`src/verilog/access_code_correlator_map.vh`:
```
// constants for the access code correlator: timing counts, command codes, sizes
// assumes the includer runs on a 250 MHz system clock
`ifndef ACCESS_CODE_CORRELATOR_MAP_VH
`define ACCESS_CODE_CORRELATOR_MAP_VH

// clock and sample rates
`define CLK_RATE_KHZ 250000
`define SAMPLE_RATE_KHZ 8000
`define OVERSAMPLE 8
`define PHASE_W 18

// correlator sizes
`define CODE_BITS 64
`define BUF_LEN (`CODE_BITS * `OVERSAMPLE)
`define CENTER_TAP 4
`define SCORE_W 7

// timing: idle hold before the system load starts
`define IDLE_NS 2000
`define IDLE_CYCLES ((`IDLE_NS * (`CLK_RATE_KHZ / 1000)) / 1000)
`define IDLE_CNT_W 10

// frame/slot counter: half slot period counted in samples
`define HALF_SLOT_NS 312500
`define HALF_SLOT_SAMPLES (`HALF_SLOT_NS / (1000000 / `SAMPLE_RATE_KHZ))
`define SLOT_PHASE_W 12
`define SLOT_CNT_W 28
`define SYNC_END_SAMPLES 576
`define WINDOW_SAMPLES 640

// command codes
`define CMD_W 4
`define CMD_SRX_CONT 4'h0
`define CMD_SRX_WIN 4'h1
`define CMD_STX 4'h2
`define CMD_MRX 4'h3
`define CMD_MTX 4'h4
`define CMD_MASTER_CLK 4'h5
`define CMD_SLAVE_CLK 4'h6
`define CMD_POWER_DOWN 4'h7
`define CMD_SRX_WIN_ENC 4'h8
`define CMD_STX_ENC 4'h9
`define CMD_MRX_ENC 4'ha
`define CMD_MTX_ENC 4'hb

`endif

```
`src/verilog/pin_sync.v`:
```
// two flip-flop synchroniser for a group of pin inputs
// assumes the inputs are asynchronous to i_clk_sys
`timescale 1ns/1ns
`default_nettype none

module pin_sync #(
    parameter WIDTH = 2
) (
    // clock and reset
    input wire i_clk_sys,
    input wire i_nrst,
    // pins and synchronised levels
    input wire [WIDTH-1:0] i_pin,
    output reg [WIDTH-1:0] o_level
);

    reg [WIDTH-1:0] meta;

    // first stage feeds only the second stage
    always @(posedge i_clk_sys) begin
        if (!i_nrst) begin
            meta <= {WIDTH{1'b0}};
            o_level <= {WIDTH{1'b0}};
        end else begin
            meta <= i_pin;
            o_level <= meta;
        end
    end

endmodule // pin_sync

`default_nettype wire

```
`src/verilog/access_code_correlator.v`:
```
// receive correlator: 8x sampling, access code correlation, slot resync, idle/load
// assumes code, threshold and commands come from same-clock link logic; rx and load pins are async
`timescale 1ns/1ns
`default_nettype none
`include "access_code_correlator_map.vh"

module access_code_correlator (
    // clock and reset
    input wire i_clk_sys,
    input wire i_nrst,
    // radio and controller pins
    input wire i_rx_data,
    input wire i_load_req_n,
    // access code and threshold from the controller link
    input wire i_code_load,
    input wire [`CODE_BITS-1:0] i_code_data,
    input wire [`SCORE_W-1:0] i_threshold,
    // commands
    input wire i_cmd_valid,
    input wire [`CMD_W-1:0] i_cmd,
    // status
    output reg o_idle,
    output reg o_sysload_start,
    output reg o_correlation_match_flag,
    output reg [`SCORE_W-1:0] o_correlation_match_flag_max,
    output reg o_rx_active,
    output reg o_tx_active,
    output reg o_encrypt_en,
    output reg o_slave_clock,
    output reg o_power_down,
    output reg o_half_slot_tick,
    output reg [`SLOT_CNT_W-1:0] o_slot_count
);

    localparam ST_IDLE = 2'b00;
    localparam ST_WAIT = 2'b01;
    localparam ST_RUN = 2'b10;

    // counts cut to their counter widths on purpose; every value fits its field
    localparam integer PHASE_WRAP_I = `CLK_RATE_KHZ - `SAMPLE_RATE_KHZ;
    localparam integer PHASE_STEP_I = `SAMPLE_RATE_KHZ;
    localparam integer IDLE_LAST_I = `IDLE_CYCLES - 1;
    localparam integer WIN_LAST_I = `WINDOW_SAMPLES - 1;
    localparam integer SLOT_LAST_I = `HALF_SLOT_SAMPLES - 1;
    localparam integer SYNC_END_I = `SYNC_END_SAMPLES;
    localparam [`PHASE_W-1:0] PHASE_WRAP = PHASE_WRAP_I[`PHASE_W-1:0];
    localparam [`PHASE_W-1:0] PHASE_STEP = PHASE_STEP_I[`PHASE_W-1:0];
    localparam [`IDLE_CNT_W-1:0] IDLE_LAST = IDLE_LAST_I[`IDLE_CNT_W-1:0];
    localparam [`SLOT_PHASE_W-1:0] WIN_LAST = WIN_LAST_I[`SLOT_PHASE_W-1:0];
    localparam [`SLOT_PHASE_W-1:0] SLOT_LAST = SLOT_LAST_I[`SLOT_PHASE_W-1:0];
    localparam [`SLOT_PHASE_W-1:0] SYNC_END = SYNC_END_I[`SLOT_PHASE_W-1:0];

    wire rx_sample;
    wire load_req;
    wire load_req_n;
    wire rx_cmd_code;
    reg load_req_n_d;
    reg [1:0] state;
    reg [`IDLE_CNT_W-1:0] idle_cnt;
    reg [`PHASE_W-1:0] phase_acc;
    reg sample_stb;
    reg [`BUF_LEN-1:0] sample_buf;
    reg [`CODE_BITS-1:0] access_code_register;
    reg [`SCORE_W-1:0] match_threshold_register;
    reg windowed;
    reg [`SLOT_PHASE_W-1:0] window_cnt;
    reg [`SLOT_PHASE_W-1:0] slot_phase;
    reg [`SCORE_W-1:0] score;
    wire [`CODE_BITS-1:0] bit_match;
    integer i;

    pin_sync #(
        .WIDTH(2)
    ) u_pin_sync (
        .i_clk_sys(i_clk_sys),
        .i_nrst(i_nrst),
        .i_pin({i_rx_data, ~i_load_req_n}),
        .o_level({rx_sample, load_req})
    );

    // request synchronised active high: cleared flops read as no request, so no false edge after reset
    assign load_req_n = ~load_req;

    // only receive commands open a fresh correlation window
    assign rx_cmd_code = (i_cmd == `CMD_SRX_CONT) || (i_cmd == `CMD_SRX_WIN) || (i_cmd == `CMD_MRX) ||
                         (i_cmd == `CMD_SRX_WIN_ENC) || (i_cmd == `CMD_MRX_ENC);

    // fractional rate divider: 250 MHz down to an average 8 MHz strobe
    always @(posedge i_clk_sys) begin
        if (!i_nrst) begin
            phase_acc <= {`PHASE_W{1'b0}};
            sample_stb <= 1'b0;
        end else if (phase_acc >= PHASE_WRAP) begin
            phase_acc <= phase_acc - PHASE_WRAP;
            sample_stb <= 1'b1;
        end else begin
            phase_acc <= phase_acc + PHASE_STEP;
            sample_stb <= 1'b0;
        end
    end

    // one tap per code bit at the centre of its eight samples
    genvar g;
    generate
        for (g = 0; g < `CODE_BITS; g = g + 1) begin : g_tap
            assign bit_match[g] = ~(sample_buf[g * `OVERSAMPLE + `CENTER_TAP] ^ access_code_register[g]);
        end
    endgenerate

    // agreement count across the whole sync word at once
    always @* begin
        score = {`SCORE_W{1'b0}};
        for (i = 0; i < `CODE_BITS; i = i + 1) begin
            score = score + {{(`SCORE_W-1){1'b0}}, bit_match[i]};
        end
    end

    // code and threshold are taken on any i_code_load, also during a running receive
    always @(posedge i_clk_sys) begin
        if (!i_nrst) begin
            access_code_register <= {`CODE_BITS{1'b0}};
            match_threshold_register <= {`SCORE_W{1'b1}};
        end else if (i_code_load) begin
            access_code_register <= i_code_data;
            match_threshold_register <= i_threshold;
        end
    end

    // control: idle on load request, wait, then pulse system load and run commands
    always @(posedge i_clk_sys) begin
        if (!i_nrst) begin
            load_req_n_d <= 1'b1;
            state <= ST_IDLE;
            idle_cnt <= {`IDLE_CNT_W{1'b0}};
            o_idle <= 1'b1;
            o_sysload_start <= 1'b0;
            o_rx_active <= 1'b0;
            o_tx_active <= 1'b0;
            o_encrypt_en <= 1'b0;
            o_slave_clock <= 1'b0;
            o_power_down <= 1'b0;
            windowed <= 1'b0;
        end else begin
            load_req_n_d <= load_req_n;
            o_sysload_start <= 1'b0;
            // low level holds idle; link logic dropped at once, long hold is the controller's job
            if (!load_req_n) begin
                state <= ST_IDLE;
                o_idle <= 1'b1;
                o_rx_active <= 1'b0;
                o_tx_active <= 1'b0;
                o_encrypt_en <= 1'b0;
                o_power_down <= 1'b0;
            end else begin
                case (state)
                    ST_IDLE: begin
                        if (!load_req_n_d) begin
                            state <= ST_WAIT;
                            idle_cnt <= {`IDLE_CNT_W{1'b0}};
                        end
                    end
                    ST_WAIT: begin
                        idle_cnt <= idle_cnt + 1'b1;
                        if (idle_cnt == IDLE_LAST) begin
                            state <= ST_RUN;
                            o_sysload_start <= 1'b1;
                            o_idle <= 1'b0;
                        end
                    end
                    ST_RUN: begin
                        if (i_cmd_valid) begin
                            o_rx_active <= 1'b0;
                            o_tx_active <= 1'b0;
                            o_encrypt_en <= 1'b0;
                            o_power_down <= 1'b0;
                            windowed <= 1'b0;
                            case (i_cmd)
                                `CMD_SRX_CONT, `CMD_MRX: o_rx_active <= 1'b1;
                                `CMD_SRX_WIN: begin
                                    o_rx_active <= 1'b1;
                                    windowed <= 1'b1;
                                end
                                `CMD_STX, `CMD_MTX: o_tx_active <= 1'b1;
                                `CMD_MASTER_CLK: o_slave_clock <= 1'b0;
                                `CMD_SLAVE_CLK: o_slave_clock <= 1'b1;
                                `CMD_POWER_DOWN: o_power_down <= 1'b1;
                                `CMD_SRX_WIN_ENC: begin
                                    o_rx_active <= 1'b1;
                                    windowed <= 1'b1;
                                    o_encrypt_en <= 1'b1;
                                end
                                `CMD_MRX_ENC: begin
                                    o_rx_active <= 1'b1;
                                    o_encrypt_en <= 1'b1;
                                end
                                `CMD_STX_ENC, `CMD_MTX_ENC: begin
                                    o_tx_active <= 1'b1;
                                    o_encrypt_en <= 1'b1;
                                end
                                default: ;
                            endcase
                        end else if (windowed && o_rx_active && sample_stb &&
                                     window_cnt == WIN_LAST) begin
                            o_rx_active <= 1'b0; // window closes
                        end
                    end
                    default: state <= ST_IDLE;
                endcase
            end
        end
    end

    // sample buffer, window count, running maximum and match flag
    always @(posedge i_clk_sys) begin
        if (!i_nrst) begin
            sample_buf <= {`BUF_LEN{1'b0}};
            window_cnt <= {`SLOT_PHASE_W{1'b0}};
            o_correlation_match_flag_max <= {`SCORE_W{1'b0}};
            o_correlation_match_flag <= 1'b1;
        end else if (i_cmd_valid && state == ST_RUN && load_req_n && rx_cmd_code) begin
            // fresh receive: forget old maximum; sample_buf is kept, so samples from before this window can still match
            window_cnt <= {`SLOT_PHASE_W{1'b0}};
            o_correlation_match_flag_max <= {`SCORE_W{1'b0}};
            o_correlation_match_flag <= 1'b1;
        end else if (o_rx_active && sample_stb) begin
            sample_buf <= {sample_buf[`BUF_LEN-2:0], rx_sample};
            window_cnt <= window_cnt + 1'b1;
            if (score > o_correlation_match_flag_max) begin
                o_correlation_match_flag_max <= score;
            end
            if (score > match_threshold_register || o_correlation_match_flag_max > match_threshold_register) begin
                o_correlation_match_flag <= 1'b0;
            end
        end
    end

    // frame/slot counter in half slots; slave resyncs to the sample that matched
    always @(posedge i_clk_sys) begin
        if (!i_nrst) begin
            slot_phase <= {`SLOT_PHASE_W{1'b0}};
            o_slot_count <= {`SLOT_CNT_W{1'b0}};
            o_half_slot_tick <= 1'b0;
        end else begin
            o_half_slot_tick <= 1'b0;
            if (o_slave_clock && o_rx_active && sample_stb && o_correlation_match_flag &&
                score > match_threshold_register) begin
                slot_phase <= SYNC_END;
            end else if (sample_stb) begin
                if (slot_phase == SLOT_LAST) begin
                    slot_phase <= {`SLOT_PHASE_W{1'b0}};
                    o_slot_count <= o_slot_count + 1'b1;
                    o_half_slot_tick <= 1'b1;
                end else begin
                    slot_phase <= slot_phase + 1'b1;
                end
            end
        end
    end

endmodule // access_code_correlator

`default_nettype wire

```
`config.mk`:
```
export PLATFORM = sky130hd
export DESIGN_NAME = access_code_correlator
export DESIGN_NICKNAME = d
export VERILOG_FILES = /design/src/verilog/pin_sync.v /design/src/verilog/access_code_correlator.v
export VERILOG_INCLUDE_DIRS = /design/src /design/src/verilog
export SDC_FILE = /design/constraint.sdc
export NUM_CORES = 2
export LEC_CHECK = 0
export BUFFER_PORTS_ARGS = -buffer_cell sky130_fd_sc_hd__buf_2
export CORE_MARGIN = 10
export CORE_UTILIZATION = 55
export DETAILED_ROUTE_END_ITERATION = 7
export PLACE_DENSITY = 0.73
export SETUP_SLACK_MARGIN = 0.1
export SLEW_MARGIN = 40
export SYNTH_ARGS = -nofsm -noshare
export SYNTH_HDL_FRONTEND = slang
export SYNTH_SLANG_ARGS = --single-unit
```
`constraint.sdc`:
```
create_clock -name i_clk_sys -period 17.5 [get_ports i_clk_sys]
set_input_delay 0.875 -clock i_clk_sys [delete_from_list [all_inputs] [get_ports i_clk_sys]]
set_output_delay 0.875 -clock i_clk_sys [all_outputs]
set_load 0.05 [all_outputs]
```
==> implementation parameters <==
Parameter                              Value

Outcome
  Outcome ... completed

Synthesis
  Synthesized-area fraction occupied by ao, oa, aoi and oai cells ... 0.128
  Syn nets ... approximately 3,400
  Post-synthesis share of cell area spent on full adders, half adders and majority gates ... 0.0599
  Async set or reset register ratio after synthesis ... 0
  Cells after synthesis ... between 3,000 and 4,000
  Sequential cell area fraction in the yosys report ... 0.501
  Count of state elements after synthesis ... 681
  Share of synthesized cell area in and, or, nand and nor gates ... 0.203
  Cell Area, Synth ... 27,200 µm²
  Number of warnings reported in the yosys synthesis log ... 0
  Predominant post-synthesis flop cell ... sky130_fd_sc_hd__dfxtp_1
  Number of enable flip-flop cells after synthesis ... 0
  Largest family of logic cells by synthesized area ... simple AND/OR/NAND/NOR gates
  Distinct cell type count after synthesis ... 66
  Portion of netlist area occupied by mux cells ... 0.0276
  Post-Synthesis Mean Instance Area ... 8.35 µm²
  Fraction of synthesized cell area in xor and xnor cells ... 0.0325

Setup path
  CP Max Fanout ... slightly above 60
  Worst Setup End Kind ... flip-flop
  R2r startpoint ... sample_buf[12]$_SDFFE_PN0P_
  Required time worst endpoint ... 18,010 ps
  CP Class ... flip-flop to flip-flop
  Reg-to-reg slack, setup ... 9320 ps
  Worst setup path startpoint ... sample_buf[12]$_SDFFE_PN0P_
  Arrival time at the worst endpoint ... 8680 ps
  Critical path startpoint category ... flip-flop

Detailed routing
  Detailed-router iteration count before antenna repair ... 5
  Starting DRC count in detailed routing ... between 1,500 and 2,000
  # DRC ... 0
  Average vias per placed instance ... 5.35
  Vias ... 21,286
  Per-cell routed wire length ... 14.5 µm
  Residual antenna-violating net count after detailed routing ... 0
  Total wire length ... 57.7 mm

Place
  Number of port buffers ... approximately 120
  HPWL after detailed placement ... 36.3 mm
  Global placer's final weighted congestion ... 0.845

Power
  Worst-case vdd ir drop ... slightly below 300 µV
  Internal power component ... roughly 3.4 mW
  Areal power density over the cells ... 171 nW/µm²
  Clock network fraction of design power ... 0.288
  P_sw ... 1.80 mW
  Leakage power ... about 11 nW
  Fraction of power consumed by combinational cells ... 0.405
  Sequential share of power ... 0.307
  Switching power share of the total ... 0.348

Layout
  Top library cells by usage in the layout, fill and taps aside ... 1,074 x sky130_fd_sc_hd__nand2_1, 681 x sky130_fd_sc_hd__dfxtp_1, 569 x sky130_fd_sc_hd__a21oi_1
  Share of cells above drive strength 1 ... 0.0832
  Fill cell instance count of the final layout ... 4,193
  Area Overhead vs Synth ... 11.1%
  Utilization of the core after routing ... 0.618
  Final net count ... 3,440
  Commonest non-fill, non-tap cell in the layout ... sky130_fd_sc_hd__nand2_1
  Number of antenna cells inserted ... 0

Global route
  Vias in the first global route ... 19,817
  Wire length of the first global-routing pass ... roughly 95 mm
  Initial antenna violation count ... 0
  Remaining global-route overflow ... 0
  All-Layer GR Usage ... 0.189
  Maximum number of pins on one net before global-route repair ... 222

Timing
  Setup Viol. Count Final ... 0
  Final-report hold violation count ... 0
  Slew Limit Headroom ... 0.394
  Count of pins over their slew limit ... 0
  Period minus WS final ... 8180 ps
  Worst-margin pin slew ... 909 ps
  Setup repair after global routing missed its margin ... false
  Skew final ... 22.1 ps
  Post-route clock period utilization ... 0.467
  Total negative setup slack ... 0 ps
  Maximum achievable frequency ... roughly 120 MHz

Clock tree
  Maximum root-to-sink buffer count ... 3
  Post-cts resize count ... 0
  Clock insertion delay at the later pin of the skew report ... approximately 600 ps
  H-tree depth ... 3
  Clock slew seen by the registers of the worst setup and hold paths ... 60 ps
  Root cell of the clock tree ... sky130_fd_sc_hd__clkbuf_16
  Hold buffer count at CTS ... 0
  Sink Count ... slightly below 700
  TritonCTS clock tree ... yes
  Cts bufs inserted ... 71
  Number of setup buffers added after CTS ... 0

Min path
  Path category of the worst min-delay check ... input pin to flip-flop
  Worst hold path startpoint ... i_load_req_n

Floorplan
  Die outline width ... 242 µm
  Num ports ... 125
  Number of core rows ... 81
  Die Footprint ... roughly 59,000 µm²
  Starting density of the core ... 0.556
  Vertical extent of the die ... between 200 and 250 µm
  Standard cell core area ... between 40,000 and 50,000 µm²

Flow run
  Max-capacitance violation count ... 0
cells in the mapped netlist, types with 8 or more instances:
master	count	area, µm²
sky130_fd_sc_hd__a21oi_1	569	2850
sky130_fd_sc_hd__and2_1	8	50.1
sky130_fd_sc_hd__buf_2	65	325
sky130_fd_sc_hd__buf_6	18	203
sky130_fd_sc_hd__clkbuf_1	128	480
sky130_fd_sc_hd__dfxtp_1	681	13600
sky130_fd_sc_hd__fa_1	54	1080
sky130_fd_sc_hd__ha_1	44	551
sky130_fd_sc_hd__inv_1	75	282
sky130_fd_sc_hd__mux2i_1	74	741
sky130_fd_sc_hd__nand2_1	1074	4030
sky130_fd_sc_hd__nand3_1	27	135
sky130_fd_sc_hd__nand4_1	20	125
sky130_fd_sc_hd__nor2_1	141	529
sky130_fd_sc_hd__nor3_1	14	70.1
sky130_fd_sc_hd__o211ai_1	9	67.6
sky130_fd_sc_hd__o21ai_0	16	80.1
sky130_fd_sc_hd__o31ai_1	25	188
sky130_fd_sc_hd__or4_1	25	188
sky130_fd_sc_hd__xnor2_1	36	315
sky130_fd_sc_hd__xor2_1	65	569
worst paths after layout:
check | depth (start not counted) | to
hold / removal | 2 | u_pin_sync.meta[0]$_SDFF_PN0_
hold reg to reg | 2 | sample_buf[167]$_SDFFE_PN0P_
setup / recovery | 21 | o_slot_count[18]$_SDFFE_PN0P_
setup reg to reg | 21 | o_slot_count[18]$_SDFFE_PN0P_
flip-flops by register name, summed over array words and instances (netlist names), 2 cells and up:
signal,cells
access_code_register,64
idle_cnt,10
match_threshold_register,7
o_correlation_match_flag_max,7
o_slot_count,28
phase_acc,14
sample_buf,509
slot_phase,12
state,2
u_pin_sync.meta,2
u_pin_sync.o_level,2
window_cnt,12
area by class of cell:
cell class,instances,area [µm²],share of cell area
Sequential cell,681,13600,0.451
Multi-Input combinational cell,2292,12300,0.407
Clock buffer,104,2110,0.0698
Timing Repair Buffer,139,851,0.0281
Tap cell,664,831,0.0275
Inverter,76,298,0.00984
Clock inverter,24,218,0.00719
cells by family after synthesis:
family,Yosys count
and+or+nand+nor,1363
adders and majority gates,98
DFF,681
xor gates and xnor gates,101
muxes,75
AOI/OAI and AO/OA,655
buffers and inverters,289
metal layers:
layer  track usage  wire length (µm)  vias up
met5             0                 0        -
met4        0.0605              1460        0
met3        0.0405              2690      110
met2         0.303             27000      408
met1         0.251             26500    10113
li1              -                 -    10655
power by group through the flow:
stage                     clock (mW)  combinational (mW)  sequential [mW]
after floorplan                    0                1.62             1.61
after global placement             0                1.99             1.62
after detailed placement           0                2.09             1.62
after CTS                       1.52                2.10             1.58
after global routing            1.58                2.40             1.58
final                           1.49                2.09             1.58
critical path, stage by stage (launching register included):
cell and delay (ps):
sky130_fd_sc_hd__dfxtp_1 370, sky130_fd_sc_hd__xor2_1 230, sky130_fd_sc_hd__fa_1 470, sky130_fd_sc_hd__fa_1 550
sky130_fd_sc_hd__fa_1 570, sky130_fd_sc_hd__fa_1 530, sky130_fd_sc_hd__fa_1 520, sky130_fd_sc_hd__fa_1 530
sky130_fd_sc_hd__fa_1 550, sky130_fd_sc_hd__inv_1 60, sky130_fd_sc_hd__fa_1 470, sky130_fd_sc_hd__ha_1 240
sky130_fd_sc_hd__fa_1 400, sky130_fd_sc_hd__a21o_1 170, sky130_fd_sc_hd__a21oi_1 200, sky130_fd_sc_hd__o21ai_0 250
sky130_fd_sc_hd__ha_1 390, sky130_fd_sc_hd__nand4_1 150, sky130_fd_sc_hd__a21oi_1 90, sky130_fd_sc_hd__o31a_4 550
sky130_fd_sc_hd__or4_1 570, sky130_fd_sc_hd__a21oi_1 170
metrics by stage:
stage	area (µm²)	hold WS, ps	setup WS [ps]	cells	power, mW
detailed placement	27800	427	9310	3849	3.71
CTS	30200	393	9280	3977	5.20
global route	30300	404	8990	3980	5.57
floorplan	27200	412	10050	3262	3.23
finish	30300	428	9320	3980	5.16
global placement	27800	423	9590	3849	3.60
No activity file was read; power rests on OpenSTA's default activity.
